==> src/gpm_pkg.sv <==
// constants shared by the general purpose pin block
package gpm_pkg;
	// pin counts
	localparam int NUM_PINS = 54;
	localparam int NUM_PART = 4;
	localparam int HP_GROUPS = 5;
	localparam int HP_GRP_PINS = 9;
	localparam int NUM_LPORT = 16;
	// fixed alternate pin positions
	localparam int PIN_GPE = 5;
	localparam int PIN_EXPINT = 8;
	localparam int PIN_HP_BASE = 9;
	localparam int PIN_LINK0_UP = 4;
	localparam int PIN_LINK0_ACT = 5;
	localparam int PIN_LINK_BASE = 22;
	localparam int PIN_LINK_LAST = 51;
	localparam int LINK_PORT_OFS = 20;
	// signal order inside one hot-plug group
	localparam int HP_AP = 0;
	localparam int HP_PD = 1;
	localparam int HP_PF = 2;
	localparam int HP_PG = 3;
	localparam int HP_MRL = 4;
	localparam int HP_AI = 5;
	localparam int HP_PI = 6;
	localparam int HP_PE = 7;
	localparam int HP_RS = 8;
	localparam int HP_NUM_IN = 5;
	// input sample interval, least time, rounded up
	localparam int CLK_PERIOD_NS = 8;
	localparam int SAMPLE_NS = 128;
	localparam int SAMPLE_CYC = (SAMPLE_NS + CLK_PERIOD_NS - 1) / CLK_PERIOD_NS;
	// register byte offsets; each pair is low word then high word
	localparam int ADDR_W = 8;
	localparam logic [7:0] REG_FUNC = 8'h00;
	localparam logic [7:0] REG_CFG = 8'h08;
	localparam logic [7:0] REG_DATA = 8'h10;
	localparam logic [7:0] REG_AFSEL = 8'h18;
	localparam logic [7:0] REG_PAIR_MASK = 8'hF8;
	// reset values: every pin a general purpose input
	localparam logic [53:0] FUNC_RST = 54'h0;
	localparam logic [53:0] CFG_RST = 54'h0;
	localparam logic [53:0] DATA_RST = 54'h0;
	localparam logic [53:0] AFSEL_RST = 54'h0;
	// bus answers
	localparam logic [1:0] RESP_OKAY = 2'h0;
	localparam logic [1:0] RESP_SLVERR = 2'h2;
endpackage : gpm_pkg

==> src/gpm_sync.sv <==
// two-stage pin synchroniser with a slow sample register
`timescale 1ns/1ps
module gpm_sync import gpm_pkg::*; #(
	parameter int W = NUM_PINS,
	parameter int CYC = SAMPLE_CYC
) (
	// clock and reset
	input wire logic aclk,
	input wire logic aresetn,
	// raw pins and sampled levels
	input wire logic [W-1:0] din,
	output logic [W-1:0] dout
);
	localparam int CW = $clog2(CYC);
	localparam logic [CW-1:0] CNT_LAST = CW'(CYC - 1);

	// all state of the sampler
	typedef struct packed {
		logic [W-1:0] s1;
		logic [W-1:0] s2;
		logic [W-1:0] smp;
		logic [CW-1:0] cnt;
		logic en;
	} gpm_sync_st_t;

	gpm_sync_st_t st_r, st_nxt;

	// divider makes a one-cycle enable per interval
	always_comb begin
		st_nxt = st_r;
		st_nxt.s1 = din;
		st_nxt.s2 = st_r.s1;
		st_nxt.en = (st_r.cnt == CNT_LAST);
		st_nxt.cnt = st_nxt.en ? '0 : st_r.cnt + 1'b1;
		if (st_r.en) begin
			st_nxt.smp = st_r.s2;
		end
	end

	// register the state
	always_ff @(posedge aclk) begin
		if (!aresetn) begin
			st_r <= '0;
		end else begin
			st_r <= st_nxt;
		end
	end

	assign dout = st_r.smp;

	// fifteen quiet cycles after each enable keep samples 128 ns apart
	AST_SAMPLE_GAP: assert property (@(posedge aclk)
		disable iff (!aresetn)
		st_r.en |=> (!st_r.en) [*8] ##1 (!st_r.en) [*7])
		else $error("sample enable came too soon");
	AST_SAMPLE_ONLY_EN: assert property (@(posedge aclk)
		disable iff (!aresetn)
		$changed(st_r.smp) |-> $past(st_r.en))
		else $error("sample changed outside an enable");
	COV_SAMPLE: cover property (@(posedge aclk) disable iff (!aresetn)
		$changed(st_r.smp));
endmodule : gpm_sync

==> src/gpm_port.sv <==
// general purpose pin block with alternate functions and register slave
// Behaviour
// - 54 pins, each input, output or alternate
// - reset makes every pin an input
// - inputs double synchronised, sampled every 128 ns
// - function and direction bits decode pin mode
// - input mode pin level goes to data
// - data read returns sampled level always
// - output mode drives data latch bit
// - alternate select picks alternate 0 or 1
// - alternate pin direction follows selected signal
// - unmapped alternate inputs held inactive
// - partition reset pins 0-3 start partition reset
// - hot-plug inputs and outputs by signal type
// - link status outputs active low, all alternate 1
// - event out pin 5, expander interrupt pin 8
//
// The register addresses and the AXI4-Lite slave port were chosen for this implementation.
`timescale 1ns/1ps
module gpm_port import gpm_pkg::*; (
	// clock and reset
	input wire logic aclk,
	input wire logic aresetn,
	// register bus write address
	input wire logic s_axi_awvalid,
	output logic s_axi_awready,
	input wire logic [ADDR_W-1:0] s_axi_awaddr,
	// register bus write data
	input wire logic s_axi_wvalid,
	output logic s_axi_wready,
	input wire logic [31:0] s_axi_wdata,
	input wire logic [3:0] s_axi_wstrb,
	// register bus write response
	output logic s_axi_bvalid,
	input wire logic s_axi_bready,
	output logic [1:0] s_axi_bresp,
	// register bus read address
	input wire logic s_axi_arvalid,
	output logic s_axi_arready,
	input wire logic [ADDR_W-1:0] s_axi_araddr,
	// register bus read data
	output logic s_axi_rvalid,
	input wire logic s_axi_rready,
	output logic [31:0] s_axi_rdata,
	output logic [1:0] s_axi_rresp,
	// pins
	input wire logic [NUM_PINS-1:0] pin_in,
	output logic [NUM_PINS-1:0] pin_out,
	output logic [NUM_PINS-1:0] pin_oe_n,
	// alternate inputs passed to the core
	output logic [NUM_PART-1:0] partition_reset_n,
	output logic expander_interrupt_n,
	output logic [HP_GROUPS-1:0] hp_attention_button_n,
	output logic [HP_GROUPS-1:0] hp_presence_detect_n,
	output logic [HP_GROUPS-1:0] hp_power_fault_n,
	output logic [HP_GROUPS-1:0] hp_power_good_n,
	output logic [HP_GROUPS-1:0] hp_retention_latch_n,
	// alternate outputs coming from the core
	input wire logic hotplug_event_out,
	input wire logic [HP_GROUPS-1:0] hp_attention_indicator_n,
	input wire logic [HP_GROUPS-1:0] hp_power_indicator_n,
	input wire logic [HP_GROUPS-1:0] hp_power_enable,
	input wire logic [HP_GROUPS-1:0] hp_slot_reset_n,
	input wire logic [NUM_LPORT-1:0] port_link_up_n,
	input wire logic [NUM_LPORT-1:0] port_link_active_n
);
	// all state of the block
	typedef struct packed {
		logic [NUM_PINS-1:0] func;
		logic [NUM_PINS-1:0] cfg;
		logic [NUM_PINS-1:0] data;
		logic [NUM_PINS-1:0] afsel;
		logic [NUM_PINS-1:0] pout;
		logic [NUM_PINS-1:0] poe_n;
		logic [NUM_PART-1:0] prst_n;
		logic expint_n;
		logic [HP_NUM_IN-1:0][HP_GROUPS-1:0] hpi;
		logic awready;
		logic [ADDR_W-1:0] awaddr;
		logic wready;
		logic [31:0] wdata;
		logic [3:0] wstrb;
		logic bvalid;
		logic [1:0] bresp;
		logic arready;
		logic rvalid;
		logic [31:0] rdata;
		logic [1:0] rresp;
	} gpm_st_t;

	gpm_st_t st_r, st_nxt;
	logic [NUM_PINS-1:0] smp; // synchronised, sampled pin levels

	// synchroniser and 128 ns sampler for every pin
	gpm_sync #(.W(NUM_PINS), .CYC(SAMPLE_CYC)) u_sync (
		.aclk(aclk),
		.aresetn(aresetn),
		.din(pin_in),
		.dout(smp)
	);

	// merge one bus word into the low or high half of a field
	function automatic logic [53:0] wr_half(logic [53:0] r, logic hi,
		logic [31:0] d, logic [3:0] s);
		logic [63:0] t;
		logic [31:0] w;
		t = {10'h000, r};
		w = hi ? t[63:32] : t[31:0];
		for (int b = 0; b < 4; b++) begin
			if (s[b]) begin
				w[8*b +: 8] = d[8*b +: 8];
			end
		end
		if (hi) begin
			t[63:32] = w;
		end else begin
			t[31:0] = w;
		end
		return t[53:0];
	endfunction : wr_half

	// pick the low or high word of a field; unused bits read zero
	function automatic logic [31:0] rd_half(logic [53:0] r, logic hi);
		logic [63:0] t;
		t = {10'h000, r};
		return hi ? t[63:32] : t[31:0];
	endfunction : rd_half

	// alternate output of pin p: {drives, level}; no drive means input
	function automatic logic [1:0] alt_drive(int p, logic sel);
		int g;
		int k;
		alt_drive = 2'b00;
		g = (p - PIN_HP_BASE) / HP_GRP_PINS;
		k = (p - PIN_HP_BASE) % HP_GRP_PINS;
		if (!sel) begin
			if (p == PIN_GPE) begin
				alt_drive = {1'b1, hotplug_event_out};
			end else if (p >= PIN_HP_BASE) begin
				// hot-plug indicators, power enable, slot reset
				case (k)
					HP_AI: alt_drive = {1'b1, hp_attention_indicator_n[g]};
					HP_PI: alt_drive = {1'b1, hp_power_indicator_n[g]};
					HP_PE: alt_drive = {1'b1, hp_power_enable[g]};
					HP_RS: alt_drive = {1'b1, hp_slot_reset_n[g]};
					default: alt_drive = 2'b00;
				endcase
			end
		end else begin
			// link status, active low
			if (p == PIN_LINK0_UP) begin
				alt_drive = {1'b1, port_link_up_n[0]};
			end else if (p == PIN_LINK0_ACT) begin
				alt_drive = {1'b1, port_link_active_n[0]};
			end else if (p >= PIN_LINK_BASE && p <= PIN_LINK_LAST) begin
				if (p % 2 == 0) begin
					alt_drive = {1'b1,
						port_link_up_n[(p - LINK_PORT_OFS) / 2]};
				end else begin
					alt_drive = {1'b1,
						port_link_active_n[(p - LINK_PORT_OFS) / 2]};
				end
			end
		end
	endfunction : alt_drive

	// alternate input of pin p: sampled level when selected, else high
	function automatic logic alt_in(int p, logic sel);
		return (st_r.func[p] && st_r.afsel[p] == sel) ? smp[p] : 1'b1;
	endfunction : alt_in

	// next state: bus slave, pin drive and alternate inputs
	always_comb begin
		logic [1:0] drv;
		logic hi;
		int p;
		drv = 2'b00;
		hi = 1'b0;
		p = 0;
		st_nxt = st_r;
		// write address and data taken in either order
		if (s_axi_awvalid && st_r.awready) begin
			st_nxt.awaddr = s_axi_awaddr;
			st_nxt.awready = 1'b0;
		end
		if (s_axi_wvalid && st_r.wready) begin
			st_nxt.wdata = s_axi_wdata;
			st_nxt.wstrb = s_axi_wstrb;
			st_nxt.wready = 1'b0;
		end
		// both held: perform the write and answer
		if (!st_r.awready && !st_r.wready && !st_r.bvalid) begin
			hi = st_r.awaddr[2];
			st_nxt.bvalid = 1'b1;
			st_nxt.bresp = RESP_OKAY;
			case (st_r.awaddr & REG_PAIR_MASK)
				REG_FUNC: st_nxt.func =
					wr_half(st_r.func, hi, st_r.wdata, st_r.wstrb);
				REG_CFG: st_nxt.cfg =
					wr_half(st_r.cfg, hi, st_r.wdata, st_r.wstrb);
				REG_DATA: st_nxt.data =
					wr_half(st_r.data, hi, st_r.wdata, st_r.wstrb);
				REG_AFSEL: st_nxt.afsel =
					wr_half(st_r.afsel, hi, st_r.wdata, st_r.wstrb);
				default: st_nxt.bresp = RESP_SLVERR;
			endcase
		end
		// response accepted: reopen both write channels
		if (st_r.bvalid && s_axi_bready) begin
			st_nxt.bvalid = 1'b0;
			st_nxt.awready = 1'b1;
			st_nxt.wready = 1'b1;
		end
		// read: answer in the cycle after the address is taken
		if (s_axi_arvalid && st_r.arready) begin
			hi = s_axi_araddr[2];
			st_nxt.arready = 1'b0;
			st_nxt.rvalid = 1'b1;
			st_nxt.rresp = RESP_OKAY;
			case (s_axi_araddr & REG_PAIR_MASK)
				REG_FUNC: st_nxt.rdata = rd_half(st_r.func, hi);
				REG_CFG: st_nxt.rdata = rd_half(st_r.cfg, hi);
				REG_DATA: st_nxt.rdata = rd_half(smp, hi);
				REG_AFSEL: st_nxt.rdata = rd_half(st_r.afsel, hi);
				default: begin
					st_nxt.rdata = 32'h00000000;
					st_nxt.rresp = RESP_SLVERR;
				end
			endcase
		end
		if (st_r.rvalid && s_axi_rready) begin
			st_nxt.rvalid = 1'b0;
			st_nxt.arready = 1'b1;
		end
		// per-pin mode decode and drive
		for (p = 0; p < NUM_PINS; p++) begin
			if (!st_r.func[p]) begin
				st_nxt.poe_n[p] = !st_r.cfg[p];
				st_nxt.pout[p] = st_r.data[p];
			end else begin
				drv = alt_drive(p, st_r.afsel[p]);
				st_nxt.poe_n[p] = !drv[1];
				st_nxt.pout[p] = drv[0];
			end
		end
		// alternate inputs, high when no pin carries them
		for (p = 0; p < NUM_PART; p++) begin
			st_nxt.prst_n[p] = alt_in(p, 1'b0);
		end
		st_nxt.expint_n = alt_in(PIN_EXPINT, 1'b0);
		for (p = 0; p < HP_GROUPS * HP_NUM_IN; p++) begin
			st_nxt.hpi[p % HP_NUM_IN][p / HP_NUM_IN] = alt_in(PIN_HP_BASE
				+ (p / HP_NUM_IN) * HP_GRP_PINS + p % HP_NUM_IN,
				1'b0);
		end
	end

	// register the state; reset leaves every pin an input
	always_ff @(posedge aclk) begin
		if (!aresetn) begin
			st_r <= '0;
			st_r.func <= FUNC_RST;
			st_r.cfg <= CFG_RST;
			st_r.data <= DATA_RST;
			st_r.afsel <= AFSEL_RST;
			st_r.poe_n <= '1;
			st_r.prst_n <= '1;
			st_r.expint_n <= 1'b1;
			st_r.hpi <= '1;
			st_r.awready <= 1'b1;
			st_r.wready <= 1'b1;
			st_r.arready <= 1'b1;
		end else begin
			st_r <= st_nxt;
		end
	end

	// outputs straight from the state register
	assign s_axi_awready = st_r.awready;
	assign s_axi_wready = st_r.wready;
	assign s_axi_bvalid = st_r.bvalid;
	assign s_axi_bresp = st_r.bresp;
	assign s_axi_arready = st_r.arready;
	assign s_axi_rvalid = st_r.rvalid;
	assign s_axi_rdata = st_r.rdata;
	assign s_axi_rresp = st_r.rresp;
	assign pin_out = st_r.pout;
	assign pin_oe_n = st_r.poe_n;
	assign partition_reset_n = st_r.prst_n;
	assign expander_interrupt_n = st_r.expint_n;
	assign hp_attention_button_n = st_r.hpi[HP_AP];
	assign hp_presence_detect_n = st_r.hpi[HP_PD];
	assign hp_power_fault_n = st_r.hpi[HP_PF];
	assign hp_power_good_n = st_r.hpi[HP_PG];
	assign hp_retention_latch_n = st_r.hpi[HP_MRL];

	// checks
	AST_RESET_INPUT: assert property (@(posedge aclk)
		$rose(aresetn) |-> pin_oe_n == '1 && st_r.func == '0)
		else $error("pin driven right after reset");
	AST_GPO_DRIVE: assert property (@(posedge aclk) disable iff (!aresetn)
		!st_r.func[0] && st_r.cfg[0] |=> !pin_oe_n[0]
		&& pin_out[0] == $past(st_r.data[0]))
		else $error("output pin not driving data latch");
	AST_GPI_FLOAT: assert property (@(posedge aclk) disable iff (!aresetn)
		!st_r.func[1] && !st_r.cfg[1] |=> pin_oe_n[1])
		else $error("input pin driven");
	AST_DATA_READ: assert property (@(posedge aclk) disable iff (!aresetn)
		s_axi_arvalid && s_axi_arready && s_axi_araddr == REG_DATA
		|=> s_axi_rvalid && s_axi_rdata == $past(smp[31:0]))
		else $error("data read not the sampled level");
	AST_PART_HELD: assert property (@(posedge aclk) disable iff (!aresetn)
		!st_r.func[0] [*2] |-> partition_reset_n[0])
		else $error("unmapped partition reset not high");
	AST_PART_RESET: assert property (@(posedge aclk) disable iff (!aresetn)
		st_r.func[1] && !st_r.afsel[1] |=>
		partition_reset_n[1] == $past(smp[1]))
		else $error("partition reset not following pin");
	AST_GPE_OUT: assert property (@(posedge aclk) disable iff (!aresetn)
		st_r.func[PIN_GPE] && !st_r.afsel[PIN_GPE] |=> !pin_oe_n[PIN_GPE]
		&& pin_out[PIN_GPE] == $past(hotplug_event_out))
		else $error("event output not on its pin");
	AST_LINK_OUT: assert property (@(posedge aclk) disable iff (!aresetn)
		st_r.func[PIN_LINK0_UP] && st_r.afsel[PIN_LINK0_UP] |=>
		pin_out[PIN_LINK0_UP] == $past(port_link_up_n[0]))
		else $error("link up not on its pin");
	AST_ALT_IN_DIR: assert property (@(posedge aclk) disable iff (!aresetn)
		st_r.func[PIN_EXPINT] |=> pin_oe_n[PIN_EXPINT])
		else $error("alternate input pin driven");
	AST_HP_OUT_DIR: assert property (@(posedge aclk) disable iff (!aresetn)
		st_r.func[14] && !st_r.afsel[14] |=> !pin_oe_n[14])
		else $error("hot-plug indicator not driven");
	AST_LATCH_HOLD: assert property (@(posedge aclk) disable iff (!aresetn)
		st_r.func[0] |=> pin_oe_n[0])
		else $error("alternate input pin driven from latch");
	COV_WRITE: cover property (@(posedge aclk) disable iff (!aresetn)
		s_axi_bvalid && s_axi_bready);
	COV_GPO: cover property (@(posedge aclk) disable iff (!aresetn)
		!pin_oe_n[0]);
	COV_LINK: cover property (@(posedge aclk) disable iff (!aresetn)
		st_r.func[22] && st_r.afsel[22]);
endmodule : gpm_port

==> config.mk <==
export PLATFORM = sky130hd
export DESIGN_NAME = gpm_port
export DESIGN_NICKNAME = d
export VERILOG_FILES = /design/src/gpm_pkg.sv /design/src/gpm_sync.sv /design/src/gpm_port.sv
export SDC_FILE = /design/constraint.sdc
export NUM_CORES = 1
export LEC_CHECK = 0
export BUFFER_PORTS_ARGS = -buffer_cell sky130_fd_sc_hd__buf_2
export CORE_MARGIN = 4
export CORE_UTILIZATION = 25
export DETAILED_ROUTE_END_ITERATION = 12
export MAX_ROUTING_LAYER = met4
export PLACE_DENSITY = 0.47
export SKIP_LAST_GASP = 1
export SLEW_MARGIN = 40
export SYNTH_ARGS = -nofsm -noshare
export SYNTH_HDL_FRONTEND = slang
export SYNTH_SLANG_ARGS = --single-unit
==> constraint.sdc <==
create_clock -name aclk -period 2.2 [get_ports aclk]
set_clock_uncertainty 0.05 [all_clocks]
set_input_delay 0 -clock aclk [delete_from_list [all_inputs] [get_ports aclk]]
set_output_delay 0 -clock aclk [all_outputs]
set_load 0.005 [all_outputs]
==> results.toml <==
[outcome]
status = "finished, final reports clean"

[cts]
numCtsBuffers = 73
clock_sinks = 602
cts_max_path_buffers = 3
clock_latency_ns = 0.62
cts_tree = "yes"
path_clk_slew_ns = 0.06
cts_root_buffer = "clkbuf_16"
h-tree-depth = 3

[drt]
wirelength_um = 87500
wl_met1_um = 42810
viasPerCell = 4.471
dr.pass1.iters = 8
drc = 0
wl_per_cell_um = 20.59
wl_met2_um = 38160
dr.max_layer_used = "met4"
wl_met3_um = 4171
vias = 19000
ant_nets = 0
drt_iter0_markers = 1259

[timing]
post-route-period-util = 0.9590
setup_tns_ns = 0
slew_headroom = 0.5747
slew_violations = 0
finalCriticalPeriod_ns = 2.110
rsz0062_at_grt = "no"
tightest_slew_ns = 0.6380
fin_hold_ws_ns = 0.05081
worst_slack_ns = 0.09016
hold_viol = 0
max_freq_ghz = 0.4740
setup_viol = 0

[critical_path]
slowest_delay_ns = 0.72
end_kind = "register"
r2r_start = "s_axi_bvalid"
cp_slowest_cell = "or4_2"
crit_buf_inv = 1
path_cells = "or3_4, or4_2, buf_12, nand2_1, a21oi_1"
crit_arrival_ns = 2.53
path_class = "register to register"
crit_path_start_kind = "register"
path_delay_family = "simple AND/OR/NAND/NOR gates"
cp_max_fo = 22
worstPathRequired_ns = 2.62
crit_start = "s_axi_bvalid"

[die]
ios = 345
die_w_um = 325.3
core_um2 = 100000
dieArea_um2 = 105800
start_util = 0.2517
rows = 116
die_h_um = 325.3

[power]
p_sw_mw = 5.791
ir_drop_uv = 425.8
leakage_nw = 12.45
seq_power_share = 0.439
p_per_area_nw_per_um2 = 790.3
combPwrFrac = 0.058
switching_share = 0.2278
internal-power_mw = 19.64
p_clk_frac = 0.502

[final_layout]
final_cell_mix = "dfxtp_1 (600), buf_2 (336), mux2i_1 (263), mux2_2 (260), nor2_1 (250)"
drive_gt1_frac = 0.2849
final_common_cell = "dfxtp_1"
layout.nets = 3052
area_growth_pct = 27.84

[place]
gp_congestion = 0.7790
dp_hpwl_um = 60050
io_buffer_count = 338
place_ws_ns = 0.1031

[grt]
grt_pass1_wl_um = 129700
grt_max_degree = 121
grt_pass1_vias = 19180
grt_usage = 0.1657
grt_overflow = 0
antenna_found_initial = 13

[synthesis]
async_flop_share = 0
synthCells = 2513
synth_enable_flop_cells = 0
ys_types = 43
seq_area_frac_synth = 0.4788
synth_area_per_cell_um2 = 10.02
ys.flop_type = "dfxtp_1"
yosys_warnings = 0
synth-seq-cells = 602
mappedNetlistArea_um2 = 25170

[hold_path]
hold_class = "primary input to register"
min_from = "s_axi_araddr[7]"

[job]
cap_violations = 0
[power by group through the flow]
stage          combinational, mW  sequential, mW  clock, mW
4_1_cts                     1.50            11.2       13.2
6_report                    1.49            11.2       12.8
3_5_place_dp                1.20            11.4          0
3_3_place_gp                1.19            11.4          0
5_1_grt                     1.59            11.2       13.6
2_1_floorplan              0.641            11.3          0
[cells by family after synthesis]
family / count (synthesis) / share of synthesized area
simple gates: 833 / 0.1649
flops: 602 / 0.4788
mux: 523 / 0.2209
buf+inv: 341 / 0.08223
compound gates: 211 / 0.05210
fa+ha+maj: 1 / 0.0004971
other cells: 1 / 0.0001490
xor+xnor: 1 / 0.0003481
[per-layer routing]
layer	vias up	GRT usage
met5	-	-
met2	411	0.2482
met3	116	0.02840
li1	9238	-
met1	9238	0.2277
met4	0	0.05155
[sequential cells by signal, summed over array words and instances (netlist names)]
name	cells
s_axi_bresp	1
s_axi_rvalid	1
u_sync.dout	54
s_axi_wready	1
s_axi_bvalid	1
u_sync.st_r	59
pin_oe_n	54
s_axi_arready	1
u_sync.st_nxt	54
partition_reset_n	4
s_axi_rdata	32
expander_interrupt_n	1
hp_retention_latch_n	5
hp_attention_button_n	5
s_axi_rresp	1
hp_presence_detect_n	5
hp_power_fault_n	5
st_r	258
hp_power_good_n	5
pin_out	54
s_axi_awready	1
[worst register-to-register path: stages (launching register included)]
cell and delay, ns:
dfxtp_1 0.31, or3_4 0.52, or4_2 0.72, buf_12 0.21
nand2_1 0.11, a21oi_1 0.06
[stage by stage]
step	std cells	power, mW	util	area (µm²)
floorplan	2514	11.99	-	25170
global placement	3893	12.60	0.2744	27440
detailed placement	3895	12.61	0.2747	27470
CTS	4239	25.88	0.3215	32150
global route	4248	26.40	0.3217	32170
finish	4250	25.43	0.3217	32170
[synth_stat cells (24+ instances only)]
library cell / n / share of area
a21oi_1: 116 / 0.023
a22o_1: 32 / 0.011
and2_1: 110 / 0.027
buf_4: 174 / 0.052
clkbuf_1: 110 / 0.016
dfxtp_1: 602 / 0.48
mux2_2: 260 / 0.12
mux2i_1: 263 / 0.10
nand2_1: 206 / 0.031
nand2b_1: 24 / 0.0060
nand3_1: 141 / 0.028
nor2_1: 251 / 0.037
[final timing paths]
| kind | end | depth (start not counted) | slack, ns |
|---|---|---|---|
| setup / recovery | st_r[236] | 5 | 0.09 |
| hold / removal | s_axi_rdata[30] | 5 | 0.05 |
| setup reg to reg | st_r[236] | 5 | 0.09 |
| hold reg to reg | u_sync.st_r[91] | 1 | 0.37 |
[what timing repair did]
item                                   4_1_cts  5_1_grt
hold buffers                               213        0
gates resized for setup                      0        0
buffers inserted                             0        0
endpoints found under the hold margin      380        0
[cell type report]
cell class,instances,area (µm²)
inverters,6,30.03
well taps,1298,1624
repair buffers,631,4786
clock inverters,27,386.6
diodes,11,27.53
flip-flops and latches,602,12060
multi-input cells,1571,11100
clock buffers,104,2160
fillers,10350,67830
No activity file was read; power rests on OpenSTA's default activity.
